$ cat src/bcs_regs.vh
`ifndef BCS_REGS_VH
`define BCS_REGS_VH
`define BCS_U1_BASE     32'h40051104
`define BCS_U2_BASE     32'h40052104
`define BCS_U1_OFF      14'h1104
`define BCS_U2_OFF      14'h2104
`define BCS_STRIDE      14'h0100
`define BCS_NBR         4
`define BCS_RUN_BIT     0
`define BCS_AUTO_BIT    1
`define BCS_WAKE_BIT    2
`define BCS_RUNN_BIT    5
`define BCS_RUN_RST     1'b1
`define BCS_AUTO_RST    1'b0
`define BCS_WAKE_RST    1'b0
`define BCS_RUNN_RST    1'b0
`endif

$ cat src/bcs_status_mem.v
`timescale 1ns/100ps
// ----------------------------------------
// Status word store, one per branch
// ----------------------------------------
module bcs_status_mem (
   input  wire        hclk,
   input  wire        hresetn,
   input  wire [7:0]  next_word_vec,
   input  wire [1:0]  rd_idx,
   output reg  [31:0] rd_data
);
`include "bcs_regs.vh"
   reg [1:0] run_q;
   reg [1:0] auto_q;
   reg [1:0] wake_q;
   integer   k;
   // Sample live configuration into status bits
   always @(posedge hclk or negedge hresetn) begin
      if (!hresetn) begin
         run_q  <= {2{`BCS_RUN_RST}};
         auto_q <= {2{`BCS_AUTO_RST}};
         wake_q <= {2{`BCS_WAKE_RST}};
      end else begin
         for (k = 0; k < 2; k = k + 1) begin
            run_q[k]  <= next_word_vec[4*k];
            auto_q[k] <= next_word_vec[4*k+1];
            wake_q[k] <= next_word_vec[4*k+2];
         end
      end
   end
   always @(posedge hclk or negedge hresetn) begin
      if (!hresetn) begin
         rd_data <= 32'h00000000;
      end else begin
         rd_data <= 32'h00000000;
         rd_data[`BCS_RUN_BIT]  <= run_q[rd_idx[0]];
         rd_data[`BCS_AUTO_BIT] <= auto_q[rd_idx[0]];
         rd_data[`BCS_WAKE_BIT] <= wake_q[rd_idx[0]];
         rd_data[`BCS_RUNN_BIT] <= ~run_q[rd_idx[0]];
      end
   end
endmodule // bcs_status_mem

$ cat src/bcs_branch_cond.v
`timescale 1ns/100ps
// ----------------------------------------
// Per-branch condition forming
// ----------------------------------------
module bcs_branch_cond (
   input  wire       branch_enable,
   input  wire       auto_disable_en,
   input  wire       wake_run_cfg,
   input  wire       power_down_request,
   output wire [3:0] cond
);
   assign cond = {1'b0,
                  power_down_request & wake_run_cfg,
                  auto_disable_en,
                  branch_enable};
endmodule // bcs_branch_cond

$ cat src/bcs_top.v
// Local design decision: the AHB-Lite interface to the registers.
`timescale 1ns/100ps
// ----------------------------------------
// Branch clock status readback, AHB-Lite slave
// ----------------------------------------
module bcs_top (
   input  wire        hclk,
   input  wire        hresetn,
   input  wire        hsel,
   input  wire [31:0] haddr,
   input  wire [1:0]  htrans,
   input  wire        hwrite,
   input  wire [2:0]  hsize,
   input  wire [31:0] hwdata,
   input  wire        hready,
   output reg  [31:0] hrdata,
   output reg         hreadyout,
   output reg         hresp,
   input  wire [1:0]  branch_enable,
   input  wire [1:0]  auto_disable_en,
   input  wire [1:0]  wake_run_cfg,
   input  wire        power_down_request
);
`include "bcs_regs.vh"
   // ----------------------------------------
   // Address decode
   // ----------------------------------------
   function [2:0] dec;   // {hit, unit index}
      input [31:0] a;
      begin
         if (a == `BCS_U1_BASE)
            dec = 3'b100;
         else if (a == `BCS_U2_BASE)
            dec = 3'b101;
         else
            dec = 3'b000;
      end
   endfunction
   wire [7:0]  cond_vec;
   wire [31:0] mem_rd;
   reg  [1:0]  rd_idx;
   reg         ph_rd;
   reg         ph_hit;
   localparam [2:0] ST_IDLE  = 3'b001;
   localparam [2:0] ST_WAIT1 = 3'b010;
   localparam [2:0] ST_WAIT2 = 3'b100;
   reg  [2:0]  state;
   wire [2:0]  d = dec(haddr);
   wire        take = hsel & hready & htrans[1];
   genvar g;
   generate
      for (g = 0; g < 2; g = g + 1) begin : gen_br
         bcs_branch_cond u_cond (
            .branch_enable      (branch_enable[g]),
            .auto_disable_en    (auto_disable_en[g]),
            .wake_run_cfg       (wake_run_cfg[g]),
            .power_down_request (power_down_request),
            .cond               (cond_vec[4*g+3:4*g])
         );
      end
   endgenerate
   // Divider status is not an input here at all
   bcs_status_mem u_mem (
      .hclk          (hclk),
      .hresetn       (hresetn),
      .next_word_vec (cond_vec),
      .rd_idx        (rd_idx),
      .rd_data       (mem_rd)
   );
   // ----------------------------------------
   // Bus sequencing: two wait states per transfer
   // ----------------------------------------
   always @(posedge hclk or negedge hresetn) begin
      if (!hresetn) begin
         rd_idx    <= 2'b00;
         ph_rd     <= 1'b0;
         ph_hit    <= 1'b0;
         state     <= ST_IDLE;
         hreadyout <= 1'b1;
         hresp     <= 1'b0;
         hrdata    <= 32'h00000000;
      end else begin
         hresp <= 1'b0;
         case (state)
            ST_WAIT1: begin
               state <= ST_WAIT2;
            end
            ST_WAIT2: begin
               state     <= ST_IDLE;
               hreadyout <= 1'b1;
               hrdata    <= (ph_rd & ph_hit) ? mem_rd : 32'h00000000;
            end
            default: begin
               state     <= ST_IDLE;
               hreadyout <= 1'b1;
               if (take) begin
                  rd_idx    <= {1'b0, d[0]};
                  ph_rd     <= ~hwrite;           // Writes dropped
                  ph_hit    <= d[2];
                  hreadyout <= 1'b0;
                  state     <= ST_WAIT1;
                  hrdata    <= 32'h00000000;
               end
            end
         endcase
      end
   end
endmodule // bcs_top

$ cat config.mk
export PLATFORM = sky130hd
export DESIGN_NAME = bcs_top
export DESIGN_NICKNAME = d
export VERILOG_FILES = /design/src/bcs_status_mem.v /design/src/bcs_branch_cond.v /design/src/bcs_top.v
export VERILOG_INCLUDE_DIRS = /design/src /design/src/src
export SDC_FILE = /design/constraint.sdc
export NUM_CORES = 1
export LEC_CHECK = 0
export BUFFER_PORTS_ARGS = -buffer_cell sky130_fd_sc_hd__buf_2
export CAP_MARGIN = 10
export CORE_MARGIN = 1
export CORE_UTILIZATION = 41
export CTS_BUF_LIST = sky130_fd_sc_hd__clkbuf_16
export DETAILED_ROUTE_END_ITERATION = 10
export HOLD_SLACK_MARGIN = 0.03
export PLACE_DENSITY = 0.75
export SLEW_MARGIN = 30
export SYNTH_ARGS = -nofsm -noshare
export SYNTH_HDL_FRONTEND = slang
export SYNTH_HIERARCHICAL = 1
export SYNTH_SLANG_ARGS = --single-unit
$ cat constraint.sdc
create_clock -name hclk -period 1.36 [get_ports hclk]
set_input_delay 0.068 -clock hclk [delete_from_list [all_inputs] [get_ports hclk]]
set_output_delay 0.068 -clock hclk [all_outputs]
set_load 0.005 [all_outputs]
==> results of run 1 <==
sequential cells by signal, summed over array words and instances, names as in the netlist:
signal and count:
state 3, ph_rd 1, u_mem/rd_data 4, hrdata 32, ph_hit 1, u_mem/run_q 2, rd_idx 1, u_mem/auto_q 2
u_mem/wake_q 2, hreadyout 1
area by class of cell:
cell class	instances	area share
flip-flops and latches	49	0.4415
multi-input cells	100	0.2557
repair buffers	96	0.2095
clock buffers	5	0.04486
well taps	67	0.03006
clock inverters	3	0.01570
inverters	2	0.002692
metrics by stage:
| step | setup TNS, ns | std cells | cell area (sq um) | hold slack (ns) | setup slack [ns] |
|---|---|---|---|---|---|
| 5_1_grt | -1.338 | 322 | 2789 | 0.07761 | -0.06412 |
| 6_report | -0.02947 | 322 | 2789 | 0.07452 | -0.01065 |
| 2_1_floorplan | 0 | 191 | 2221 | -0.2276 | 0.003407 |
| 4_1_cts | -0.006952 | 322 | 2766 | 0.06756 | -0.006952 |
| 3_3_place_gp | 0 | 303 | 2480 | 0.03018 | 0.03107 |
| 3_5_place_dp | -0.009040 | 303 | 2480 | 0.03345 | -0.004959 |
critical path, delay by kind of cell (launching register included):
kind,cells,cell delay [ns]
AOI/OAI and AO/OA,2,0.24
buffers and inverters,1,0.18
DFF,1,0.56
and+or+nand+nor,2,0.26
power by group through the flow:
| stage | Sequential (mW) | Combinational (mW) | Clock (mW) |
|---|---|---|---|
| after floorplan | 1.53 | 0.129 | 0 |
| after global placement | 1.53 | 0.184 | 0 |
| after detailed placement | 1.53 | 0.192 | 0 |
| after CTS | 1.50 | 0.217 | 1.42 |
| after global routing | 1.50 | 0.247 | 1.47 |
| final | 1.50 | 0.223 | 1.37 |
timing repair:
item,in CTS,in global routing
gates resized for setup,2,4
hold endpoints to repair,21,0
hold buffers,11,0
endpoints found under the setup margin,24,33
buffers inserted,0,0
worst max path at each step:
stage	from	to	cells past startpoint
after floorplan	state[0]	hrdata[0]	5
after global placement	state[0]	hrdata[23]	5
after detailed placement	state[0]	hrdata[10]	5
after CTS	state[0]	hrdata[10]	5
after global routing	state[0]	hrdata[10]	5
final	state[0]	hrdata[10]	5
layer usage:
metal / share of wire / up-vias
met5: 0 / -
met4: 0.014 / 0
met3: 0.051 / 6
met2: 0.53 / 64
met1: 0.41 / 702
li1: - / 706
==> metrics.txt, run 1 <==
RSZ-0062 raised after global routing=yes; Die H=73.67 um; final-stage net count=335; GR peak layer=met2; # IOs=115; share of post-route cells with drive strength above 1=0.4392; HP Start=haddr[13]; warnings from Yosys=6; crit path cell chain=nand2b_4, nor2b_4, a21oi_2, buf_12, a22o_1; met2 capacity usage during global routing=0.2875; 1st-pass router iterations=4; Clock Sink Count=49; Post-Route WL=about 4 mm; sw power=between 600 and 700 uW; HP Class=input pin to flop; Core Region=approximately 4800 sq um; GRT overflow=0; CTS root buf=clkbuf_16; Initial Utilization=0.4371; Static Leakage=1.507 nW; Worst setup EP type=flop; Cell Area, Synth=2106 sq um; Largest stage delay, worst path=0.56 ns; GRT Util Overall=0.1581; met3 Use GR=0.03018; RR Startpoint=state[0]; Slowest-stage cell, CP=dfstp_2; Clock transition at path regs=about 0.06 ns; vias in the first global route=1415; CP startpoint kind=flop; antenna violations before repair=0; largest net degree at the start of global routing=33; # Max-Cap Violations=0; Switching Share=0.2003; Reg area=1231 sq um; total CTS buffers=5; CTS tree=done; DIE WIDTH=73.67 um; fillers=435; Rows=25; status=finished with violations; first-pass GRT wire length=about 6.4 mm; Gate power share=0.072; area delta synth->final=32.44%; diodes inserted=0; Syn Area/Cell=12.84 sq um; skew final=0.005981 ns; footprint of the multi-input gates=between 700 and 800 sq um; WP data arrival=approximately 1.5 ns; Via density=4.590; Worst Hold Depth=3; final hold viol count=0; fin util=0.5790; hold endpoint=rd_idx[0]; commonest cells after routing, fill and taps aside=buf_2 (77), dfrtp_1 (45), a22o_1 (32); Post-Syn Instances=~160; Post-DRT Antenna Nets=0; R2R cell count=5; H-tree depth=2; Clock Power Share=0.442; fin crit share=1.008; failing checks=setup timing; routed length per placed instance=12.48 um; DP HPWL=2.869 mm; Int Power=between 2 and 2.5 mW; setup ws final=-0.01065 ns; die area=5427 sq um; commonest non-fill, non-tap cell in the layout=buf_2; DRC viols=0; total vias in the final route=between 1000 and 1500; Peak VDD IR=0.0006785 V; sequential share of power=0.486; Port Buf Inserts=77; Pwr per Cell Area=around 1100 nW/um^2; max-slew violations=0; Clock Latency Late Sink=0.28 ns; Critical Path RT=1.52 ns; Tot Pwr=3.092 mW; M1 GR Usage=0.1785; Fmax=0.7296 GHz; worst-path maximum fanout=32; 1st-iter DRT viols=83; r2r setup slk=-0.01 ns; Tmin final=1.371 ns; clk buf depth=2; Routability Congestion=0.7101; Crit Path Class=flop to flop; Final Setup Violations=6; Reg-to-Reg End=hrdata[10]
(Power assumes the default switching activity.)
==> inputs of run 2 (changes only) <==
- CORE_UTILIZATION: 41 -> 49
- PLACE_DENSITY: 0.75 -> 0.85
- clock period: 1.36 -> 1.8 ns (I/O delays scaled with it)
==> metrics.txt, run 2 (same netlist as run 1, synthesis figures left out) <==
status=finished, final reports clean (was finished with violations); worst slew pin tran=0.6140 ns; footprint of the multi-input gates=694.4 sq um (was 713.2 sq um); final hold viol count=0 (unchanged); Via density=4.781 (was 4.590); skew final=0.005375 ns (was 0.005981 ns); Port Buf Inserts=77 (unchanged); vias in the first global route=1395 (was 1415); RSZ-0062 raised after global routing=no (was yes); total vias in the final route=1439 (was 1478); Fmax=0.6384 GHz (was 0.7296 GHz); # Post-CTS Setup Buffers=0 (unchanged); die area=4564 sq um (was 5427 sq um); Initial Utilization=0.5190 (was 0.4371); Pwr per Cell Area=864.3 nW/um^2 (was 1109 nW/um^2); area delta synth->final=28.46% (was 32.44%); Critical Path RT=1.97 ns (was 1.52 ns); fillers=298 (was 435); # IOs=115 (unchanged); Top Registers=hrdata x32, u_mem/rd_data x4, state x3 (unchanged); diodes inserted=0 (unchanged); Worst setup EP type=flop (unchanged); Slew HR=0.5907; fin crit share=0.8703 (was 1.008); Rows=23 (was 25); DP HPWL=2.713 mm (was 2.869 mm); largest net degree at the start of global routing=24 (was 33); Place WS=0.09616 ns (was -0.004959 ns); Clock Power Share=0.450 (was 0.442); # Max-Cap Violations=0 (unchanged); Tmin final=1.567 ns (was 1.371 ns); final-stage net count=331 (was 335); Largest Register=hrdata (unchanged); Post-Route WL=3.751 mm (was 4.018 mm); max FFs per register=32 (unchanged); DRC viols=0 (unchanged); Int Power=1.857 mW (was 2.473 mW); Gate power share=0.065 (was 0.072); first-pass GRT wire length=5.878 mm (was 6.368 mm); WP data arrival=1.74 ns (was 1.53 ns); Crit Path Class=flop to flop (unchanged); max-slew violations=0 (unchanged); GRT overflow=0 (unchanged); GRT Util Overall=0.1818 (was 0.1581); Clock Latency Late Sink=0.29 ns (was 0.28 ns); CP startpoint kind=flop (unchanged); CTS root buf=clkbuf_16 (unchanged); setup ws final=0.2335 ns (was -0.01065 ns); setup TNS=0 ns (was -0.02947 ns); Die H=67.56 um (was 73.67 um); hold_ws=0.07646 ns (was 0.07452 ns); DIE WIDTH=67.56 um (was 73.67 um); Switching Share=0.2056 (was 0.2003); clk buf depth=2 (unchanged); routed length per placed instance=12.46 um (was 12.48 um); sequential share of power=0.485 (was 0.486); sw power=480.8 uW (was 619.5 uW); commonest non-fill, non-tap cell in the layout=buf_2 (unchanged); Reg area=1231 sq um (unchanged); Routability Congestion=0.7588 (was 0.7101); Final Setup Violations=0 (was 6); H-tree depth=2 (unchanged); 1st-iter DRT viols=45 (was 83); Clock transition at path regs=0.06 ns (about the same); HP Class=input pin to flop (unchanged); Peak VDD IR=0.0006641 V (was 0.0006785 V); 1st-pass router iterations=4 (unchanged); Static Leakage=1.458 nW (was 1.507 nW); antenna violations before repair=0 (unchanged); share of post-route cells with drive strength above 1=0.4143 (was 0.4392); commonest cells after routing, fill and taps aside=buf_2 (77), dfrtp_1 (45), a22o_1 (32) (unchanged); Clock Sink Count=49 (unchanged); Post-DRT Antenna Nets=0 (unchanged); CTS tree=done (unchanged); worst-path maximum fanout=18 (was 32); Core Region=4058 sq um (was 4817 sq um); total CTS buffers=5 (unchanged); Tot Pwr=2.338 mW (was 3.092 mW)
[run 2: critical path: stages (launching register included)]
cell	delay [ns]
dfstp_2	0.56
nand2b_1	0.16
nor2b_1	0.23
a21oi_4	0.12
buf_12	0.19
a22o_1	0.19
[run 2: final cells by class]
class | instances | share of cell area
clock buffers | 5 | 0.04625
clock inverters | 3 | 0.01711
inverters | 2 | 0.002775
multi-input cells | 100 | 0.2567
flip-flops and latches | 49 | 0.4551
well taps | 50 | 0.02313
repair buffers | 92 | 0.1989
[run 2: through the flow]
stage               cell area, sq um  cells  utilization
finish                          2705    301       0.6667
global route                    2705    301       0.6667
CTS                             2698    301       0.6648
detailed placement              2416    282       0.5954
global placement                2416    282       0.5954
floorplan                       2207    191            -
[run 2: timing repair]
item / CTS / global route
endpoints found under the setup margin: 0 / 9
hold buffers: 11 / 0
gates resized for setup: 0 / 1
endpoints found under the hold margin: 28 / 0
[run 2: routing by layer]
metal	GRT usage	wire length, um	vias up
met5	0	0	-
met3	0.04223	216	6
met2	0.3280	1957	61
met4	0.1037	65	0
met1	0.1909	1511	671
li1	-	-	701
[run 2: worst paths after layout]
path,cells past startpoint,slack [ns],end,start
worst min-delay path,3,0.08,rd_idx[0],haddr[13]
max in group asynchronous,3,0.89,hreadyout,hresetn
worst min register to register,1,0.48,hrdata[0],u_mem/rd_data[0]
worst max register to register,5,0.23,hrdata[12],state[0]
worst max-delay path,5,0.23,hrdata[12],state[0]
min in group asynchronous,2,0.30,hrdata[28],hresetn
[run 2: power by group through the flow]
stage               Clock [mW]  Combinational [mW]  Sequential [mW]
finish                    1.05               0.152             1.13
global route              1.12               0.172             1.14
CTS                       1.07               0.151             1.13
detailed placement           0               0.133             1.15
global placement             0               0.128             1.15
floorplan                    0              0.0978             1.15
==> inputs of run 3 (changes only) <==
- ABC_AREA: not set -> 1
- CORE_UTILIZATION: 49 -> 50
- CTS_CLUSTER_SIZE: not set -> 12
- PLACE_DENSITY: 0.85 -> 0.82
==> metrics.txt, run 3 <==
status=finished, final reports clean (unchanged); clk buf depth=2 (unchanged); DRC viols=0 (unchanged); diodes inserted=0 (unchanged); Critical Path RT=1.96 ns (was 1.97 ns); Clock Sink Count=49 (unchanged); 1st-pass router iterations=4 (unchanged); Place WS=0.3248 ns (was 0.09616 ns); Clock transition at path regs=0.06 ns (about the same); final-stage net count=454 (was 331); Initial Utilization=0.5286 (was 0.5190); warnings from Yosys=6 (unchanged); setup TNS=0 ns (unchanged); GRT Util Overall=0.1875 (was 0.1818); sw power=464.8 uW (was 480.8 uW); post-route insts no fill=441 (was 301); Switching Share=0.2145 (was 0.2056); first-pass GRT wire length=7.603 mm (was 5.878 mm); Worst setup EP type=flop (unchanged); sequential share of power=0.524 (was 0.485); skew final=0.004701 ns (was 0.005375 ns); Pwr per Cell Area=705.7 nW/um^2 (was 864.3 nW/um^2); Clock Power Share=0.397 (was 0.450); final hold viol count=0 (unchanged); Top Registers=hrdata x32, u_mem/rd_data x4, state x3 (unchanged); post-CTS sizing=0 (unchanged); Post-DRT Antenna Nets=0 (unchanged); max-slew violations=0 (unchanged); fillers=428 (was 298); area delta synth->final=21.36% (was 28.46%); antenna violations before repair=0 (unchanged); DP HPWL=3.111 mm (was 2.713 mm); setup ws final=0.3261 ns (was 0.2335 ns); die area=5348 sq um (was 4564 sq um); GRT overflow=0 (unchanged); Gate power share=0.079 (was 0.065); Tmin final=1.474 ns (was 1.567 ns); Core Region=4786 sq um (was 4058 sq um); total CTS buffers=5 (unchanged); Final Setup Violations=0 (unchanged); Via density=4.141 (was 4.781); commonest non-fill, non-tap cell in the layout=buf_2 (unchanged); DIE WIDTH=73.13 um (was 67.56 um); Post-Route WL=4.263 mm (was 3.751 mm); worst-path maximum fanout=17 (was 18); largest net degree at the start of global routing=26 (was 24); Port Buf Inserts=77 (unchanged); Crit Path Class=flop to flop (unchanged); max FFs per register=32 (unchanged); hold_ws=0.1689 ns (was 0.07646 ns); Static Leakage=1.712 nW (was 1.458 nW); Slew HR=0.6157 (was 0.5907); # Post-CTS Setup Buffers=0 (unchanged); Fmax=0.6785 GHz (was 0.6384 GHz); H-tree depth=2 (unchanged); WP data arrival=1.63 ns (was 1.74 ns); CTS root buf=clkbuf_16 (unchanged); total vias in the final route=1826 (was 1439); Inst Count DP=423 (was 282); CTS tree=done (unchanged); Int Power=1.702 mW (was 1.857 mW); # Max-Cap Violations=0 (unchanged); hold_buf cts=10 (was 11); Peak VDD IR=0.0005731 V (was 0.0006641 V); Routability Congestion=0.6736 (was 0.7588); worst slew pin tran=0.5765 ns (was 0.6140 ns); # IOs=115 (unchanged); HP Class=input pin to flop (unchanged); Syn Area/Cell=8.724 sq um (was 12.84 sq um); RSZ-0062 raised after global routing=no (unchanged); Rows=25 (was 23); share of post-route cells with drive strength above 1=0.3449 (was 0.4143); Post-Syn Instances=290 (was 164); Cell Area, Synth=2530 sq um (was 2106 sq um); routed length per placed instance=9.667 um (was 12.46 um); Clock Latency Late Sink=0.28 ns (was 0.29 ns); CP startpoint kind=flop (unchanged); 1st-iter DRT viols=32 (was 45); Largest Register=hrdata (unchanged); commonest cells after routing, fill and taps aside=buf_2 (77), inv_1 (64), dfrtp_1 (45) (was buf_2 (77), dfrtp_1 (45), a22o_1 (32)); vias in the first global route=1839 (was 1395); fin crit share=0.8188 (was 0.8703); Tot Pwr=2.167 mW (was 2.338 mW); Die H=73.13 um (was 67.56 um)
-- run 3: power groups by stage --
stage	Combinational, mW	Clock, mW	Sequential (mW)
finish	0.171	0.860	1.14
global route	0.202	0.921	1.14
CTS	0.171	0.886	1.14
detailed placement	0.155	0	1.16
global placement	0.151	0	1.15
floorplan	0.124	0	1.15
-- run 3: layout make-up --
cell class	instances	area, sq um	share of cell area
clock buffer	5	125.1	0.04075
clock inverter	3	11.26	0.003667
inverter	65	245.2	0.07987
multi-input combinational	161	845.8	0.2755
sequential	49	1231	0.4010
tap	67	83.83	0.02730
timing repair buffer	91	528.0	0.1720
-- run 3: worst paths after layout --
check,start,endpoint,cells after the start,slack [ns]
max,state[0],hrdata[30],6,0.33
min,hready,state[0],3,0.17
max reg2reg,state[0],hrdata[30],6,0.33
min reg2reg,u_mem/wake_q[1],u_mem/rd_data[2],2,0.46
max in group asynchronous,hresetn,u_mem/run_q[0],3,0.85
min in group asynchronous,hresetn,hrdata[29],2,0.34
-- run 3: metrics by stage --
| stage | instance area (sq um) | utilization |
|---|---|---|
| floorplan | 2631 | - |
| global placement | 2834 | 0.5922 |
| detailed placement | 2834 | 0.5922 |
| CTS | 3070 | 0.6416 |
| global route | 3070 | 0.6416 |
| finish | 3070 | 0.6416 |
-- run 3: layer usage --
layer,GRT usage,up-vias,share of wire
li1,-,973,-
met1,0.2068,799,0.40
met2,0.3488,45,0.54
met3,0.04144,9,0.032
met4,0.06972,0,0.022
met5,0,-,0
-- run 3: critical path, stage by stage, from the launching register on --
cell	delay, ns
dfstp_2	0.54
inv_1	0.05
nand3_2	0.09
nand2_2	0.23
buf_4	0.29
nand3_1	0.09
o21ai_2	0.06
